File: src/logic/qa_watchdog_map.vh
// constants for the query/answer watchdog reset and comparison logic
`ifndef QA_WATCHDOG_MAP_VH
`define QA_WATCHDOG_MAP_VH

// register offsets
`define QAW_ADDR_RESPONSE      8'h00
`define QAW_ADDR_DELAY         8'h01
`define QAW_ADDR_CONTROL       8'h02
`define QAW_ADDR_STATUS        8'h03
`define QAW_ADDR_COMPARE       8'h04
`define QAW_ADDR_TIMER         8'h05

// control register fields
`define QAW_CTRL_RESET_GEN_BIT 0
`define QAW_CTRL_SOFT_RST_BIT  1
`define QAW_CTRL_TEST_MODE_BIT 2

// status register fields
`define QAW_STAT_OCCURRED_BIT  0
`define QAW_STAT_TALLY_LSB     1
`define QAW_STAT_ERROR_LSB     4
`define QAW_STAT_ALARM_BIT     7

// compare register fields
`define QAW_CMP_COUNT_LSB      0
`define QAW_CMP_MISMATCH_BIT   2
`define QAW_CMP_OVERFLOW_BIT   3
`define QAW_CMP_QUESTION_LSB   4

// timer register fields
`define QAW_TMR_STATE_LSB      0
`define QAW_TMR_SHUTDOWN_BIT   5
`define QAW_TMR_PIN_SEEN_BIT   6
`define QAW_TMR_RST_PIN_BIT    7

// reset values and limits
`define QAW_ERROR_RESET        3'h6
`define QAW_ERROR_MAX          3'h7
`define QAW_ERROR_ALARM_MIN    3'h5
`define QAW_DELAY_RESET        8'h3F
`define QAW_COUNT_RESET        2'h3
`define QAW_TALLY_MAX          3'h7
`define QAW_AFTERRUN_MAX       3'h7
`define QAW_TIMER_RESET        5'h00
`define QAW_TIMER_MAX          5'h1F

// timing
`define QAW_CLK_PERIOD_NS      50
`define QAW_RESET_PULSE_NS     10000

`endif

File: src/logic/qa_watchdog_reset.v
// query/answer watchdog: response check, error tally and monitor reset
//
// Implementation choices: the placing of the registers and the plain strobed port.
`timescale 1ns/1ps
`include "qa_watchdog_map.vh"

// What this block does
// - enable clear: monitor reset request stays inactive; error tally drops on good answers and on overflow
// - enable clear: reset tally unchanged on error tally overflow
// - enable set, overflow in a run, reset tally 0..6: request a reset
// - reset tally at 7 and overflow: no reset request
// - reset tally counts up per qualifying overflow, saturates at 7
// - reset tally never counts down; only undervoltage reset zeroes it
// - monitor reset sets occurred flag; reading it clears it
// - reset tally readable, not writable
// - test mode forces alarm pin active; internal alarm unaffected
// - undervoltage reset: internal alarm one, shutdown and request zero
// - 2-bit byte counter selects expected byte, default 11
// - mismatch flag set on any wrong byte, default zero, feeds tally
// - each sequencer run restores byte counter and mismatch flag
// - each byte write updates flag, steps counter 11,10,01,00
// - byte write at counter 00 launches sequencer, counter back to 11
// - expected byte is a fixed XOR of question bits and counter
// - undervoltage clears all; partial reset restores tally, delay, timer
// - partial reset active while reset pin or soft reset active
// - overflow when error tally is seven and another error occurs
// - run starts on last byte, delay write, or window end
module qa_watchdog_reset
#(
  parameter RESET_PULSE_NS = `QAW_RESET_PULSE_NS
)
(
  input  wire       REF_CLK_IN,        // 20 MHz clock
  input  wire       RESETN_IN,         // undervoltage reset, active low
  input  wire [7:0] ADDR_IN,           // register address
  input  wire [7:0] WDATA_IN,          // register write data
  input  wire       WR_IN,             // write strobe
  input  wire       RD_IN,             // read strobe
  output reg  [7:0] RDATA_OUT,         // read data, cycle after strobe
  input  wire [3:0] QUESTION_IN,       // current question bits
  input  wire       IN_WINDOW_IN,      // fixed time window open
  input  wire       WINDOW_END_IN,     // fixed window ended, pulse
  input  wire       BASE_TICK_IN,      // base time tick, pulse
  input  wire       EXT_RESET_N_IN,    // other reset sources, pin
  input  wire       ALARM_PIN_IN,      // alarm pin level, pin
  output wire       ALARM_PIN_OUT,     // alarm pin drive level
  output wire       ALARM_PIN_OE_OUT,  // alarm pin drive enable
  output wire       RESET_PIN_N_OUT,   // reset pin, active low
  output reg        INTERNAL_ALARM_OUT,// internal alarm level
  output reg        SHUTDOWN_OUT,      // afterrun shutdown
  output reg        MON_RESET_OUT,     // monitor reset request
  output wire       PARTIAL_RESET_OUT  // partial reset level
);

  localparam integer PULSE_RAW =
    RESET_PULSE_NS / `QAW_CLK_PERIOD_NS;
  localparam integer PULSE_CYCLES = (PULSE_RAW < 1) ? 1 : PULSE_RAW;

  localparam CAUSE_RESPONSE = 2'd0;
  localparam CAUSE_DELAY    = 2'd1;
  localparam CAUSE_WINDOW   = 2'd2;

  localparam ST_IDLE = 1'b0;
  localparam ST_RUN  = 1'b1;

  // pin synchronisers
  reg        ext_rst_meta;
  reg        ext_rst_n;
  reg        alarm_meta;
  reg        alarm_pin;

  // control
  reg        reset_generation_enable;
  reg        test_mode;
  reg        soft_reset_request;
  reg  [7:0] response_delay_setting;

  // sequencer and comparison
  reg        state;
  reg  [1:0] run_cause;
  reg        run_in_window;
  reg  [1:0] byte_count;
  reg        mismatch;
  reg  [2:0] error_tally;
  reg        overflow;
  reg  [2:0] reset_tally;
  reg        occurred_flag;
  reg  [2:0] afterrun_tally;
  reg  [4:0] timer_state;
  reg [15:0] pulse_count;

  wire [7:0] expected_byte;
  wire       byte_wrong;
  wire       write_response;
  wire       write_delay;
  wire       sequencer_launch;
  wire       run_start;
  wire       run_error;
  wire       run_overflow;
  wire       partial_reset;
  wire       reset_pin_active;
  wire       read_status;

  resp_byte_check u_check
  (
    .question_in  (QUESTION_IN),
    .count_in     (byte_count),
    .byte_in      (WDATA_IN),
    .expected_out (expected_byte),
    .mismatch_out (byte_wrong)
  );

  always @(posedge REF_CLK_IN)
  begin
    if (!RESETN_IN)
    begin
      ext_rst_meta <= 1'b1;
      ext_rst_n    <= 1'b1;
      alarm_meta   <= 1'b1;
      alarm_pin    <= 1'b1;
    end
    else
    begin
      ext_rst_meta <= EXT_RESET_N_IN;
      ext_rst_n    <= ext_rst_meta;
      alarm_meta   <= ALARM_PIN_IN;
      alarm_pin    <= alarm_meta;
    end
  end

  // response and delay writes are refused while a run is in progress
  assign write_response = WR_IN && (ADDR_IN == `QAW_ADDR_RESPONSE)
                          && (state == ST_IDLE);
  assign write_delay    = WR_IN && (ADDR_IN == `QAW_ADDR_DELAY)
                          && (state == ST_IDLE);
  assign sequencer_launch = write_response && (byte_count == 2'b00);
  assign run_start = sequencer_launch || write_delay
                     || (WINDOW_END_IN && (state == ST_IDLE));
  assign read_status = RD_IN && (ADDR_IN == `QAW_ADDR_STATUS);

  // a zero delay or a delay/window run always counts as an error
  assign run_error = (run_cause != CAUSE_RESPONSE) || mismatch
                     || !run_in_window
                     || (response_delay_setting == 8'h00);
  assign run_overflow = (state == ST_RUN) && run_error
                        && (error_tally == `QAW_ERROR_MAX);

  assign reset_pin_active = (pulse_count != 16'h0000) || !ext_rst_n;
  assign partial_reset = reset_pin_active || soft_reset_request;
  assign PARTIAL_RESET_OUT = partial_reset;
  assign RESET_PIN_N_OUT   = !reset_pin_active;

  // open-drain alarm: only ever pulls low
  assign ALARM_PIN_OUT    = 1'b0;
  assign ALARM_PIN_OE_OUT = INTERNAL_ALARM_OUT || test_mode;

  always @(posedge REF_CLK_IN)
  begin
    if (!RESETN_IN)
    begin
      reset_generation_enable <= 1'b0;
      test_mode               <= 1'b0;
      soft_reset_request      <= 1'b0;
    end
    else
    begin
      soft_reset_request <= 1'b0;
      if (WR_IN && (ADDR_IN == `QAW_ADDR_CONTROL))
      begin
        reset_generation_enable <= WDATA_IN[`QAW_CTRL_RESET_GEN_BIT];
        test_mode               <= WDATA_IN[`QAW_CTRL_TEST_MODE_BIT];
        soft_reset_request      <= WDATA_IN[`QAW_CTRL_SOFT_RST_BIT];
      end
    end
  end

  always @(posedge REF_CLK_IN)
  begin
    if (!RESETN_IN)
      response_delay_setting <= `QAW_DELAY_RESET;
    else if (partial_reset)
      response_delay_setting <= `QAW_DELAY_RESET;
    else if (write_delay)
      response_delay_setting <= WDATA_IN;
  end

  // sequencer: one idle state, one run cycle
  always @(posedge REF_CLK_IN)
  begin
    if (!RESETN_IN)
    begin
      state         <= ST_IDLE;
      run_cause     <= CAUSE_RESPONSE;
      run_in_window <= 1'b0;
    end
    else
    begin
      case (state)
        ST_IDLE:
        begin
          if (run_start)
          begin
            state         <= ST_RUN;
            run_in_window <= IN_WINDOW_IN;
            if (sequencer_launch)
              run_cause <= CAUSE_RESPONSE;
            else if (write_delay)
              run_cause <= CAUSE_DELAY;
            else
              run_cause <= CAUSE_WINDOW;
          end
        end
        ST_RUN:
          state <= ST_IDLE;
        default:
          state <= ST_IDLE;
      endcase
    end
  end

  // byte counter and mismatch flag
  always @(posedge REF_CLK_IN)
  begin
    if (!RESETN_IN)
    begin
      byte_count <= `QAW_COUNT_RESET;
      mismatch   <= 1'b0;
    end
    else if (state == ST_RUN)
    begin
      byte_count <= `QAW_COUNT_RESET;
      mismatch   <= 1'b0;
    end
    else if (write_response)
    begin
      byte_count <= byte_count - 2'b01;
      mismatch   <= mismatch | byte_wrong;
    end
  end

  // error tally and overflow register
  always @(posedge REF_CLK_IN)
  begin
    if (!RESETN_IN)
    begin
      error_tally <= `QAW_ERROR_RESET;
      overflow    <= 1'b0;
    end
    else if (partial_reset)
    begin
      error_tally <= `QAW_ERROR_RESET;
      overflow    <= 1'b0;
    end
    else if (state == ST_RUN)
    begin
      overflow <= run_overflow;
      if (run_overflow)
        error_tally <= `QAW_ERROR_RESET;
      else if (run_error)
        error_tally <= error_tally + 3'h1;
      else if (error_tally != 3'h0)
        error_tally <= error_tally - 3'h1;
    end
  end

  // reset tally, monitor reset request, occurred flag
  always @(posedge REF_CLK_IN)
  begin
    if (!RESETN_IN)
    begin
      reset_tally   <= 3'h0;
      MON_RESET_OUT <= 1'b0;
      occurred_flag <= 1'b0;
    end
    else
    begin
      MON_RESET_OUT <= 1'b0;
      if (run_overflow && reset_generation_enable)
      begin
        if (reset_tally != `QAW_TALLY_MAX)
        begin
          reset_tally   <= reset_tally + 3'h1;
          MON_RESET_OUT <= 1'b1;
        end
        else
          MON_RESET_OUT <= 1'b0;
      end
      // a new reset in the read cycle wins over the clear
      if (MON_RESET_OUT)
        occurred_flag <= 1'b1;
      else if (read_status)
        occurred_flag <= 1'b0;
    end
  end

  // stretches the one-cycle request into a reset pin pulse
  always @(posedge REF_CLK_IN)
  begin
    if (!RESETN_IN)
      pulse_count <= 16'h0000;
    else if (MON_RESET_OUT)
      pulse_count <= PULSE_CYCLES[15:0];
    else if (pulse_count != 16'h0000)
      pulse_count <= pulse_count - 16'h0001;
  end

  // internal alarm follows the tally only, never the test mode
  always @(posedge REF_CLK_IN)
  begin
    if (!RESETN_IN)
      INTERNAL_ALARM_OUT <= 1'b1;
    else
      INTERNAL_ALARM_OUT <= (error_tally >= `QAW_ERROR_ALARM_MIN);
  end

  // afterrun tally and shutdown
  always @(posedge REF_CLK_IN)
  begin
    if (!RESETN_IN)
    begin
      afterrun_tally <= 3'h0;
      SHUTDOWN_OUT   <= 1'b0;
    end
    else if (!INTERNAL_ALARM_OUT)
    begin
      afterrun_tally <= 3'h0;
      SHUTDOWN_OUT   <= 1'b0;
    end
    else if (run_overflow || soft_reset_request)
    begin
      if (afterrun_tally != `QAW_AFTERRUN_MAX)
        afterrun_tally <= afterrun_tally + 3'h1;
      else
        SHUTDOWN_OUT <= 1'b1;
    end
  end

  // timer state: base ticks since the last run, saturating
  always @(posedge REF_CLK_IN)
  begin
    if (!RESETN_IN)
      timer_state <= `QAW_TIMER_RESET;
    else if (partial_reset || (state == ST_RUN))
      timer_state <= `QAW_TIMER_RESET;
    else if (BASE_TICK_IN && (timer_state != `QAW_TIMER_MAX))
      timer_state <= timer_state + 5'h01;
  end

  // read port; no register accepts a write to the reset tally
  always @(posedge REF_CLK_IN)
  begin
    if (!RESETN_IN)
      RDATA_OUT <= 8'h00;
    else if (RD_IN)
    begin
      case (ADDR_IN)
        `QAW_ADDR_DELAY:
          RDATA_OUT <= response_delay_setting;
        `QAW_ADDR_CONTROL:
        begin
          RDATA_OUT <= 8'h00;
          RDATA_OUT[`QAW_CTRL_RESET_GEN_BIT] <= reset_generation_enable;
          RDATA_OUT[`QAW_CTRL_TEST_MODE_BIT] <= test_mode;
        end
        `QAW_ADDR_STATUS:
        begin
          RDATA_OUT[`QAW_STAT_OCCURRED_BIT] <= occurred_flag;
          RDATA_OUT[`QAW_STAT_TALLY_LSB +: 3] <= reset_tally;
          RDATA_OUT[`QAW_STAT_ERROR_LSB +: 3] <= error_tally;
          RDATA_OUT[`QAW_STAT_ALARM_BIT] <= INTERNAL_ALARM_OUT;
        end
        `QAW_ADDR_COMPARE:
        begin
          RDATA_OUT[`QAW_CMP_COUNT_LSB +: 2] <= byte_count;
          RDATA_OUT[`QAW_CMP_MISMATCH_BIT] <= mismatch;
          RDATA_OUT[`QAW_CMP_OVERFLOW_BIT] <= overflow;
          RDATA_OUT[`QAW_CMP_QUESTION_LSB +: 4] <= QUESTION_IN;
        end
        `QAW_ADDR_TIMER:
        begin
          RDATA_OUT[`QAW_TMR_STATE_LSB +: 5] <= timer_state;
          RDATA_OUT[`QAW_TMR_SHUTDOWN_BIT] <= SHUTDOWN_OUT;
          RDATA_OUT[`QAW_TMR_PIN_SEEN_BIT] <= !alarm_pin;
          RDATA_OUT[`QAW_TMR_RST_PIN_BIT] <= reset_pin_active;
        end
        default:
          RDATA_OUT <= 8'h00;
      endcase
    end
    else
      RDATA_OUT <= 8'h00;
  end

endmodule // qa_watchdog_reset

File: src/logic/resp_byte_check.v
// expected response byte generator and byte comparator
`timescale 1ns/1ps

module resp_byte_check
(
  input  wire [3:0] question_in,   // current question bits
  input  wire [1:0] count_in,      // response byte counter
  input  wire [7:0] byte_in,       // response byte written by software
  output wire [7:0] expected_out,  // expected response byte
  output wire       mismatch_out   // byte differs from expectation
);

  wire q0;
  wire q1;
  wire q2;
  wire q3;

  assign q0 = question_in[0];
  assign q1 = question_in[1];
  assign q2 = question_in[2];
  assign q3 = question_in[3];

  assign expected_out[7] = q2 ^ count_in[0];
  assign expected_out[6] = q0 ^ count_in[0];
  assign expected_out[5] = q3 ^ count_in[0];
  assign expected_out[4] = q1 ^ count_in[0];
  assign expected_out[3] = q2 ^ q0 ^ q3 ^ count_in[1];
  assign expected_out[2] = q0 ^ q3 ^ q1 ^ count_in[1];
  assign expected_out[1] = q2 ^ q0 ^ q1 ^ count_in[1];
  assign expected_out[0] = count_in[1] ^ q3 ^ q0;

  assign mismatch_out = (expected_out != byte_in);

endmodule // resp_byte_check

File: config.mk
export PLATFORM = sky130hd
export DESIGN_NAME = qa_watchdog_reset
export DESIGN_NICKNAME = d
export VERILOG_FILES = /design/src/logic/qa_watchdog_reset.v /design/src/logic/resp_byte_check.v
export VERILOG_INCLUDE_DIRS = /design/src /design/src/logic
export SDC_FILE = /design/constraint.sdc
export NUM_CORES = 1
export LEC_CHECK = 0
export BUFFER_PORTS_ARGS = -buffer_cell sky130_fd_sc_hd__buf_4
export CAP_MARGIN = 20
export CORE_MARGIN = 4
export CORE_UTILIZATION = 35
export DETAILED_ROUTE_END_ITERATION = 10
export PLACE_DENSITY = 0.64
export SYNTH_ARGS = -nofsm -noshare
export SYNTH_HDL_FRONTEND = slang
export SYNTH_SLANG_ARGS = --single-unit
File: constraint.sdc
create_clock -name REF_CLK_IN -period 2.35 [get_ports REF_CLK_IN]
set_clock_uncertainty 0.15 [all_clocks]
set_input_delay 0.3525 -clock REF_CLK_IN [delete_from_list [all_inputs] [get_ports REF_CLK_IN]]
set_output_delay 0.3525 -clock REF_CLK_IN [all_outputs]
set_load 0.1 [all_outputs]
==> After elaboration in Yosys (flattened, before gate mapping) <==
Index checks and enable logic that the tools add are counted.
{ "totals": {"reg_bits": 65, "output_inout_bits": 15, "word_cells": 122} }
{ "classes": {"add_sub_neg": 7, "magnitude_cmp": 1, "eq_ne": 10, "n_mux": 13, "bitwise": 18, "reduce_logical": 48} }
{ "op_table": {"columns": ["op", "count"], "rows": [
  ["$pmux W8 S5", 1],
  ["$reduce_and A2 Y1", 9],
  ["$eq A8 B2 Y1 const B", 2],
  ["$eq A8 B3 Y1 const B", 2],
  ["$logic_not A8 Y1", 2],
  ["$mux W8", 2],
  ["$reduce_bool A16 Y1", 1],
  ["$sub A16 B1 Y16 const B", 1],
  ["$xor A1 B1 Y1", 14],
  ["$logic_and A1 B1 Y1", 12],
  ["$logic_or A1 B1 Y1", 10],
  ["$add A3 B1 Y3 const B", 3],
  ["$mux W3", 3],
  ["$eq A8 B1 Y1 const B", 1],
  ["$ne A8 B8 Y1", 1],
  ["$reduce_or A2 Y1", 4],
  ["$ne A3 B3 Y1 const B", 2],
  ["$reduce_bool A2 Y1", 3],
  ["$reduce_bool A3 Y1", 2],
  ["$add A5 B1 Y5 const B", 1],
  ["$ne A5 B5 Y1 const B", 1],
  ["$logic_not A1 Y1", 4],
  ["$mux W1", 4],
  ["$mux W2", 2],
  ["8 further kinds", 10]
]} }

==> Longest topological paths before layout <==
Gate-level depths: netlist (run 1).
{ "logic_depth": {"ltp_word": 8, "ltp_mapped": 8, "ltp_nobuf": 7} }

==> Hierarchy <==
From an unflattened synthesis (run 1), not the netlist that was laid out.
{ "unflattened": {"cells_unflattened": 377, "area_unflattened_um2": 3347.0} }
{ "by_module_without_submodules": {"columns": ["mod", "n_inst", "cells_per_inst", "area_per_inst_um2"], "rows": [
  ["qa_watchdog_reset", 1, 349, 3113.0],
  ["resp_byte_check", 1, 28, 234.0]
]} }

==> Least setup slack after synthesis (run 1) <==
Ideal clock, no wire load.
{ "synth_timing": {"path_type": "flip-flop to output port", "from": "register pulse_count[0]", "to": "output port PARTIAL_RESET_OUT", "t_arrival_ps": 2937, "required_ps": 1847, "setup_slack_ps": -1089, "path_stages_with_launch": 8, "cell_sequence": "dfxtp_1 > inv_1 > ha_1 > nor2b_1 > nand3_1 > nor2_1 > and2_1 > nand2b_1"} }
{ "synth_via": {"elab_chain_cells": 3} }
{ "synth_lines": {"columns": ["item", "line", "text"], "rows": [
  ["from (decl)", "qa_watchdog_reset.v:90", "reg [15:0] pulse_count;"],
  ["from (signal assigned)", "qa_watchdog_reset.v:302", "pulse_count <= PULSE_CYCLES[15:0];"],
  ["from (signal assigned)", "qa_watchdog_reset.v:304", "pulse_count <= pulse_count - 16'h0001;"],
  ["$reduce_bool A16 Y1", "qa_watchdog_reset.v:148", "assign reset_pin_active = (pulse_count != 16'h0000) || !ext_rst_n;"],
  ["$logic_or A1 B1 Y1", "qa_watchdog_reset.v:148", null],
  ["$logic_or A1 B1 Y1", "qa_watchdog_reset.v:149", "assign partial_reset = reset_pin_active || soft_reset_request;"],
  ["to (decl)", "qa_watchdog_reset.v:52", "output wire PARTIAL_RESET_OUT"]
]} }
Every way passes these cells.

==> Final worst setup path (run 1) <==
{ "layout_timing": {"from": "register pulse_count[6]", "to": "output port PARTIAL_RESET_OUT"} }
Same word-level chain as after synthesis.

==> results of run 1 <==
sequential cells by signal (all words and copies together), names as in the netlist, 2 cells and up:
name,flops
response_delay_setting,8
byte_count,2
afterrun_tally,3
timer_state,5
pulse_count,16
RDATA_OUT,8
run_cause,2
reset_tally,3
error_tally,3
final timing paths:
| check | from | end | slack, ns | depth (start not counted) |
|---|---|---|---|---|
| max | pulse_count[6] | PARTIAL_RESET_OUT | 0.12 | 6 |
| min | EXT_RESET_N_IN | ext_rst_meta | 0.05 | 2 |
| max reg2reg | response_delay_setting[3] | error_tally[2] | 0.20 | 7 |
| min reg2reg | ext_rst_meta | ext_rst_n | 0.26 | 1 |
repair_timing:
action | 4_1_cts | 5_1_grt
hold buffers | 0 | 0
setup endpoints to repair | 2 | 2
pin swaps | 0 | 0
endpoints found under the hold margin | 0 | 0
resized for setup | 6 | 5
buffers inserted | 0 | 2
cells in the final DEF (no fill, tap or decap), types with 5 or more instances in the layout:
| master | count |
|---|---|
| a21oi_1 | 17 |
| a22oi_1 | 6 |
| buf_4 | 58 |
| clkbuf_8 | 10 |
| dfxtp_1 | 65 |
| ha_1 | 9 |
| inv_1 | 12 |
| mux2i_1 | 19 |
| nand2_1 | 36 |
| nand2b_1 | 7 |
| nand3_1 | 13 |
| nand4_1 | 9 |
| nor2_1 | 40 |
| nor2b_1 | 8 |
| nor3_1 | 5 |
| o21ai_0 | 13 |
| xnor2_1 | 11 |
| xor2_1 | 15 |
cells by family (layout without fill, tap and decap cells):
kind of cell | after synthesis | in the layout | synth area share, %
compound gates | 61 | 61 | 12.4
xor+xnor | 26 | 26 | 6.93
fa+ha+maj | 10 | 10 | 4.04
buf+inv | 30 | 89 | 3.54
flops | 65 | 65 | 39.6
mux | 21 | 21 | 6.47
other cells | 1 | 1 | 0.114
simple gates | 165 | 165 | 26.9
per-stage QoR:
stage	setup WS, ns	utilization (%)	power [uW]	hold WS [ns]
2_1_floorplan	0.0222	-	2440	0.236
3_3_place_gp	-0.0700	41.4	2850	0.249
3_5_place_dp	-0.0925	41.4	2870	0.249
4_1_cts	0.0352	43.9	3890	0.0425
5_1_grt	0.000818	44.3	4240	0.0476
6_report	0.123	44.3	3990	0.0530
worst max-delay path: stages (launching register included):
cell      delay (ns)
dfxtp_1         0.34
nor4_2          0.31
nand2_1         0.19
nor2_4          0.15
and2_4          0.17
nand2b_4        0.05
buf_6           0.18
layout make-up:
| type | count | area share, % |
|---|---|---|
| well taps | 111 | 3.41 |
| clock inverters | 5 | 1.35 |
| clock buffers | 11 | 3.47 |
| repair buffers | 60 | 11.2 |
| inverters | 13 | 1.20 |
| multi-input cells | 284 | 47.4 |
| flip-flops and latches | 65 | 31.9 |
per-layer routing:
layer | vias to the layer above | wire length (um)
met2 | 69 | 3660
li1 | 1448 | -
met3 | 13 | 415
met4 | 0 | 181
met5 | - | 0
met1 | 1324 | 4060
power by group through the flow:
| stage | combinational [uW] | sequential, uW | clock, uW |
|---|---|---|---|
| finish | 1640 | 1400 | 954 |
| global route | 1800 | 1420 | 1020 |
| CTS | 1540 | 1380 | 970 |
| detailed placement | 1480 | 1390 | 0 |
| global placement | 1460 | 1380 | 0 |
| floorplan | 1090 | 1350 | 0 |
==> metrics.md, run 1 <==
| Metric | Value |
|---|---|
| Status | complete, no violations |
| CTS root buffer | clkbuf_8 |
| Register area | 1300 um^2 |
| Layout filler cell count | 919 |
| Cell Area, Placed | 3810 um^2 |
| Vias | 2854 |
| Share of cells above drive strength 1 | 22.8% |
| Crit Path Max Fanout | 4 |
| Multi-input logic area | 1930 um^2 |
| Clk buf depth | 2 |
| Top cell type's share of synthesized area | 39.6% |
| Die area | between 10000 and 15000 um^2 |
| Final setup violation count | 0 |
| Crit path kind | register to output port |
| Vias in the first global route | roughly 2800 |
| Initial DRC count | 193 |
| Clock latency on the worst-skew pair | 0.34 ns |
| Synthesis-to-finish area growth | 24.0% |
| Cell variety after synth | 57 |
| Nets | 472 |
| Initial antenna violation count | 0 |
| Comb power frac | 41.1% |
| Unrepaired setup endpoints after global routing | no |
| Largest net degree at the start of global routing | 23 |
| Final HPWL DP | 6280 um |
| Primary FF master, synth | dfxtp_1 |
| Total nets after synthesis | roughly 420 |
| Via/cell ratio | a little over 5 |
| # Max-Cap Violations | 0 |
| Leading cell type by number of instances after synthesis | dfxtp_1 |
| WP data required | 1.85 ns |
| Final hold vios | 0 |
| Final Instance Area | 4080 um^2 |
| Crit end category | output port |
| Mean post-synth cell area | 8.67 um^2 |
| N_diodes | 0 |
| F_max | 449 MHz |
| Worst EP arrival | 1.72 ns |
| Top Ports | 44 |
| Antenna-violating nets left | 0 |
| Core area | 9200 um^2 |
| Largest area contributor in the netlist | dfxtp_1 |
| Post-route minimum period | 2.23 ns |
| Post-synth top cells | dfxtp_1 (65), nor2_1 (41), nand2_1 (36) |
| Post-synth EDFFs | 0 |
| Pwr per Cell Area | roughly 980 nW/um^2 |
| Leak | 0.00165 uW |
| Hold Path Class | input pin to register |
| I/O Buffers | 42 |
| First-pass GRT wire length | about 14000 um |
| Max-slew violations | 0 |
| Met2 Usage GRT | 23.1% |
| Sequential Power Share | a little over a third |
| Post-synthesis sequential area ratio | 39.6% |
| Cell Area, Synth | roughly 3300 um^2 |
| Peak supply drop | around 420 uV |
| Ys Warns | 0 |
| Cts bufs inserted | 9 |
| Main area contributors after synthesis | dfxtp_1 (40%), mux2i_1 (5.8%), nor2_1 (4.7%) |
| Critical path launch point type | register |
| Total grt overflow | 0 |
| Met1 Usage GRT | between 20% and 30% |
| DR WL/cell | 15.1 um |
| Fin crit share | around 95% |
| TritonCTS Sinks | 65 |
| Initial Utilization | 35.7% |
| Overall routing resource usage | 15.4% |
| Synthesized instance count | 379 |
| Clock group share of total power | 23.9% |
| CTS tree | done |
| Dpl cells | 531 |
| Synth Register Bits | 65 |
| Async set or reset register ratio after synthesis | 0% |
| CTS clk-pin slew, worst paths | 0.07 ns |
| Net Sw Power | 1520 uW |
| Switching Share | 38.0% |
| Residual DRC | 0 |
| Most crowded layer after global routing | met2 |
| Die X | 105 um |
| Routability cong. | roughly 0.81 |
| Met3 usage | around 4.0% |
| First drt pass iteration count | 5 |
| H-tree Lvls | 3 |
| Final cell count without fillers | roughly 550 |
| Total negative slack | 0 ns |
| Die Ht | 105 um |
| Cell Int Power | 2470 uW |
| # rows | 35 |
| Routed WL | 8310 um |
(Power assumes the default switching activity.)
==> inputs of run 2 (changes only) <==
- BUFFER_PORTS_ARGS: -buffer_cell sky130_fd_sc_hd__buf_4 -> -buffer_cell sky130_fd_sc_hd__clkbuf_2
- CORE_UTILIZATION: 35 -> 45
- PLACE_DENSITY: 0.64 -> 0.76
==> run 2 against run 1 <==
Compared with the run above: global-route usage grew 3.7 points; die area shrank 21%; routed wire length shrank 5.0%; utilization up 13 points; final cell count down 2.6%; critical path type unchanged; critical endpoint unchanged; largest power group unchanged; highest routed layer unchanged.
==> metrics.md, run 2 (same netlist as run 1, synthesis figures left out) <==
| Metric | Value |
|---|---|
| Max-slew violations | 0 (unchanged) |
| Pwr per Cell Area | 1010 nW/um^2 (+3.4%) |
| First drt pass iteration count | 5 (unchanged) |
| # Max-Cap Violations | 0 (unchanged) |
| Final hold vios | 0 (unchanged) |
| CTS root buffer | clkbuf_8 |
| Worst Max-Slew Pin Slew | 0.545 ns |
| Cts bufs inserted | 9 (unchanged) |
| Worst Hold Path Cells | 2 (unchanged) |
| Die X | 93.5 um (-11%) |
| H-tree Lvls | 3 (unchanged) |
| Total negative slack | 0 ns (unchanged) |
| Max_slew headroom | between 60 and 70% |
| Post-route minimum period | 2.25 ns (+0.0238 ns) |
| Via/cell ratio | 5.44 (+4.7%) |
| F_max | 444 MHz (-1.1%) |
| Routability cong. | 0.943 (+16%) |
| Top Ports | 44 (unchanged) |
| Critical path launch point type | register |
| Core area | 6940 um^2 (-24%) |
| Vias in the first global route | 2727 (-1.1%) |
| Nets | 473 (+0.21%) |
| Total grt overflow | 0 (unchanged) |
| Crit end category | output port |
| Status | complete, no violations |
| Residual DRC | 0 (unchanged) |
| Multi-input logic area | 1930 um^2 (about the same) |
| Slowest CP cell | dfxtp_4 |
| R2R depth | 7 (unchanged) |
| Peak supply drop | 561 uV (+33%) |
| Crit path kind | register to output port |
| Largest net degree at the start of global routing | 22 (-4.3%) |
| N_diodes | 0 (unchanged) |
| Initial antenna violation count | 0 (unchanged) |
| Initial Utilization | 47.3% (+12 points) |
| CTS clk-pin slew, worst paths | 0.07 ns (about the same) |
| Final setup violation count | 0 (unchanged) |
| Worst EP arrival | 1.75 ns (+0.03 ns) |
| Synthesis-to-finish area growth | 21.3% |
| I/O Buffers | 42 (unchanged) |
| Most flops, register | pulse_count |
| Leak | 0.00165 uW (-0.47%) |
| Hold Path Class | input pin to register |
| Crit-path cells | nor4_4 -> nand2_1 -> buf_6 -> nor2_4 -> and2_4 -> nand2b_4 -> buf_12 |
| Antenna-violating nets left | 0 (unchanged) |
| Vias | 2913 (+2.1%) |
| Die Ht | 93.5 um (-11%) |
| TritonCTS Sinks | 65 (unchanged) |
| CP max stage delay | 0.36 ns (+0.02 ns) |
| Post-layout util | 57.4% (+13 points) |
| Overall routing resource usage | 19.1% (+3.7 points) |
| Initial DRC count | 222 (+15%) |
| Most frequent cells in the layout | dfxtp_1 (60), clkbuf_2 (40), nor2_1 (39) |
| CTS tree | done |
| Die area | 8730 um^2 (-21%) |
| Top flop regs | pulse_count x16, RDATA_OUT x8, response_delay_setting x8 |
| Share of cells above drive strength 1 | 23.7% (+0.86 points) |
| # rows | 30 (-14%) |
| Clk buf depth | 2 (unchanged) |
| DR WL/cell | 14.8 um (-2.5%) |
| First-pass GRT wire length | 13200 um (-3.0%) |
| Crit Path Max Fanout | 3 (-1) |
| Fin crit share | 95.8% (+1.0 points) |
| Layout filler cell count | 616 (-33%) |
| Clock latency on the worst-skew pair | 0.34 ns (about the same) |
| Final HPWL DP | 5860 um (-6.7%) |
| Hold-fix buffers, CTS | 0 (unchanged) |
| Register area | 1310 um^2 (+0.67%) |
| Power Total | 4030 uW (+1.2%) |
| Commonest non-fill, non-tap cell in the layout | dfxtp_1 |
| WP data required | 1.85 ns (about the same) |
| Max FFs per register | 16 (unchanged) |
| Routed WL | 7900 um (-5.0%) |
==> run 2: changes by cell type in the layout (fill, tap and decap cells not counted), sizes merged <==
cell	previous run	this run
clkinvlp	2	0
clkbuf	11	53
buf	60	21
==> run 2: worst max-delay path: cells and delay by family (launching register included) <==
| family | cells | cell delay, ns |
|---|---|---|
| AND/OR/NAND/NOR | 5 | 0.74 |
| flip-flops | 1 | 0.36 |
| buffers and inverters | 2 | 0.31 |
==> run 2: final timing paths <==
kind         slack, ns                end                      start
min               0.06       ext_rst_meta             EXT_RESET_N_IN
max reg2reg       0.24     error_tally[2]  response_delay_setting[3]
max                0.1  PARTIAL_RESET_OUT             pulse_count[7]
min reg2reg       0.26          ext_rst_n               ext_rst_meta
==> run 2: what timing repair did <==
action                                  in CTS  in global routing
endpoints found under the setup margin       2                  2
gates resized for setup                      5                 12
pin swaps                                    0                  4
buffers inserted                             1                  2
cloned                                       0                  0
==> run 2: cell type report <==
cell class              instances  share of cell area, %
multi-input cells             284                   48.4
clock buffers                  13                   3.74
repair buffers                 61                   9.70
flip-flops and latches         65                   32.9
clock inverters                 3                   1.00
well taps                      96                   3.01
inverters                      13                   1.22
==> run 2: layer usage <==
layer / up-vias / track usage [%] / part of all wire, %
li1: 1451 / - / -
met1: 1348 / 25.7 / 47
met2: 105 / 29.8 / 45
met3: 9 / 5.15 / 7.1
met4: 0 / 5.98 / 1.4
met5: - / 0 / 0
==> run 2: power by group <==
part	internal, uW	total, uW	switching [uW]	leakage, uW
sequential	1250	1420	167	0.000530
clock	517	920	403	0.0000974
combinational	773	1700	923	0.00102
total	2540	4030	1490	0.00165
==> run 2: through the flow <==
stage          cell area, um^2  cells  setup WS [ns]  hold WS, ns
4_1_cts                   3940    534        0.00406       0.0433
6_report                  3990    535         0.0989       0.0556
3_3_place_gp              3720    517        -0.0490        0.241
5_1_grt                   3990    535        -0.0216       0.0443
2_1_floorplan             3300    379         0.0222        0.236
3_5_place_dp              3720    517        -0.0738        0.242
==> inputs of run 3 (changes only) <==
- CORE_ASPECT_RATIO: default -> 0.7
==> run 3 against run 2 <==
Compared with the run above: power up 9.8%; utilization up 1.4 points; sequential power about the same; setup slack worse by 0.0016 ns; combinational power about the same; maximum frequency about the same; clock power up 40%; critical path type unchanged; largest cell class unchanged; highest routed layer unchanged.
==> metrics.md, run 3 (same netlist as run 1, synthesis figures left out) <==
| Metric | Value |
|---|---|
| Crit-path cells | inv_1 -> ha_2 -> nor2b_4 -> nand3_4 -> nor2_4 -> and2_4 -> nand2b_4 -> buf_12 |
| Switching Share | 36.1% (-0.92 points) |
| Net Sw Power | 1600 uW (+7.0%) |
| # rows | 25 (-17%) |
| Buf+Inv Stages, Crit Path | 2 (unchanged) |
| Die Ht | 79.5 um (-15%) |
| Max-slew violations | 0 (unchanged) |
| Die area | 8750 um^2 (+0.24%) |
| Status | complete, no violations |
| WP data required | 1.85 ns (about the same) |
| Dpl cells | 516 (-0.19%) |
| First-pass GRT wire length | 13700 um (+4.3%) |
| Most frequent cells in the layout | dfxtp_1 (63), nor2_1 (40), clkbuf_2 (40) |
| Comb power frac | 39.1% (-3.0 points) |
| Top flop regs | pulse_count x16, RDATA_OUT x8, response_delay_setting x8 |
| Power Total | 4430 uW (+9.8%) |
| Vias in the first global route | 2842 (+4.2%) |
| Cts bufs inserted | 9 (unchanged) |
| N_diodes | 0 (unchanged) |
| Die X | 110 um (+18%) |
| Initial antenna violation count | 0 (unchanged) |
| Hold-fix buffers, CTS | 0 (unchanged) |
| Final hold vios | 0 (unchanged) |
| Fin crit share | 95.9% (about the same) |
| Final setup violation count | 0 (unchanged) |
| DP Worst Slack | -0.0799 ns (-0.00608 ns) |
| Residual DRC | 0 (unchanged) |
| Delay-heaviest family, CP | simple AND/OR/NAND/NOR gates |
| Largest net degree at the start of global routing | 22 (unchanged) |
| Cell Int Power | 2830 uW (+11%) |
| Peak supply drop | 598 uV (+6.5%) |
| Nets | 471 (-0.42%) |
| Routability cong. | 0.915 (-2.9%) |
| Final cell count without fillers | 531 (-0.75%) |
| Final worst slack | 0.0973 ns (-0.00158 ns) |
| CTS clk-pin slew, worst paths | 0.06 ns (about the same) |
| # Max-Cap Violations | 0 (unchanged) |
| Clock group share of total power | 29.1% (+6.3 points) |
| Via/cell ratio | 5.75 (+5.6%) |
| F_max | 444 MHz (about the same) |
| Worst EP arrival | 1.75 ns (about the same) |
| Crit end category | output port |
| Top Ports | 44 (unchanged) |
| Overall routing resource usage | 20.4% (+1.3 points) |
| Slowest CP cell | dfxtp_1 |
| Initial DRC count | 207 (-6.8%) |
| Crit Path Max Fanout | 4 (+1) |
| Initial Utilization | 47.5% (+0.21 points) |
| Total grt overflow | 0 (unchanged) |
| H-tree Lvls | 3 (unchanged) |
| Clk buf depth | 2 (unchanged) |
| Core area | 6910 um^2 (-0.45%) |
| Post-CTS Setup Repair Bufs | 0 (-1) |
| Final HPWL DP | 6290 um (+7.3%) |
| Critical path launch point type | register |
| Antenna-violating nets left | 0 (unchanged) |
| Synthesis-to-finish area growth | 23.6% |
| Leak | 0.00168 uW (+1.7%) |
| Crit path kind | register to output port |
| CTS root buffer | clkbuf_8 |
| TritonCTS Sinks | 65 (unchanged) |
| Share of cells above drive strength 1 | 23.8% (+0.11 points) |
| Hold Path Class | input pin to register |
| Pwr per Cell Area | 1090 nW/um^2 (+7.7%) |
| Vias | 3053 (+4.8%) |
| I/O Buffers | 42 (unchanged) |
| Routed WL | 8660 um (+9.7%) |
| Post-route minimum period | 2.25 ns (+0.00158 ns) |
| Layout filler cell count | 611 (-0.81%) |
| Max_slew headroom | 64.0% (+0.19 points) |
| CTS tree | done |
| Most flops, register | pulse_count |
| Clock latency on the worst-skew pair | 0.35 ns (about the same) |
| DR WL/cell | 16.3 um (+10%) |
| First drt pass iteration count | 6 (+1) |
| Commonest non-fill, non-tap cell in the layout | dfxtp_1 |
| Worst Max-Slew Pin Slew | 0.543 ns (-0.00286 ns) |
| CP max stage delay | 0.34 ns (-0.02 ns) |
| Sequential Power Share | 31.8% (-3.3 points) |
| Max FFs per register | 16 (unchanged) |
run 3: cell types whose count changed in the layout (fill, tap and decap cells not counted), moves of 2 or more:
cell / before / now
clkbuf_1: 3 / 0
dfxtp_2: 4 / 1
clkinv_2: 2 / 0
bufinv_16: 1 / 4
dfxtp_1: 60 / 63
run 3: worst paths after layout:
path | from | to | slack, ns | cells past startpoint
max reg2reg | response_delay_setting[3] | error_tally[1] | 0.18 | 6
max | pulse_count[1] | PARTIAL_RESET_OUT | 0.1 | 8
min reg2reg | ext_rst_meta | ext_rst_n | 0.26 | 1
min | EXT_RESET_N_IN | ext_rst_meta | 0.04 | 2
run 3: metrics by stage:
stage	hold slack, ns	cell area [um^2]	util [%]	TNS [ns]
2_1_floorplan	0.236	3300	-	0
3_3_place_gp	0.247	3730	53.9	-0.0596
3_5_place_dp	0.247	3730	53.9	-0.113
4_1_cts	0.0336	4020	58.1	0
5_1_grt	0.0572	4060	58.8	-0.00723
6_report	0.0388	4060	58.8	0
run 3: layout make-up:
class / count / area (um^2) / area share, %
Sequential cell: 65 / 1310 / 32.2
Clock buffer: 10 / 138 / 3.39
Clock inverter: 6 / 138 / 3.39
Tap cell: 94 / 118 / 2.90
Multi-Input combinational cell: 284 / 1950 / 47.9
Inverter: 13 / 48.8 / 1.20
Timing Repair Buffer: 59 / 368 / 9.06
run 3: routing by layer:
layer	track usage (%)	routed length [um]	share of wire (%)
met5	0	0	0
met4	7.13	216	2.5
met3	6.47	692	8.0
met2	29.9	3650	42
met1	28.2	4100	47
run 3: power groups by stage:
stage	clock [uW]	combinational [uW]	sequential, uW
5_1_grt	1360	1860	1430
3_3_place_gp	0	1550	1380
3_5_place_dp	0	1580	1380
4_1_cts	1310	1630	1360
6_report	1290	1730	1410
2_1_floorplan	0	1090	1350
run 3: what timing repair did:
| action | 4_1_cts | 5_1_grt |
|---|---|---|
| pin swaps | 0 | 2 |
| setup endpoints to repair | 2 | 2 |
| gates resized for setup | 3 | 12 |
run 3: worst register-to-register path, cell delays in order, from the launching register on:
cell,delay [ns]
dfxtp_1,0.36
or4_1,0.56
o21ai_2,0.21
fa_1,0.45
nor2_1,0.13
o21ai_0,0.13
nand4_1,0.13
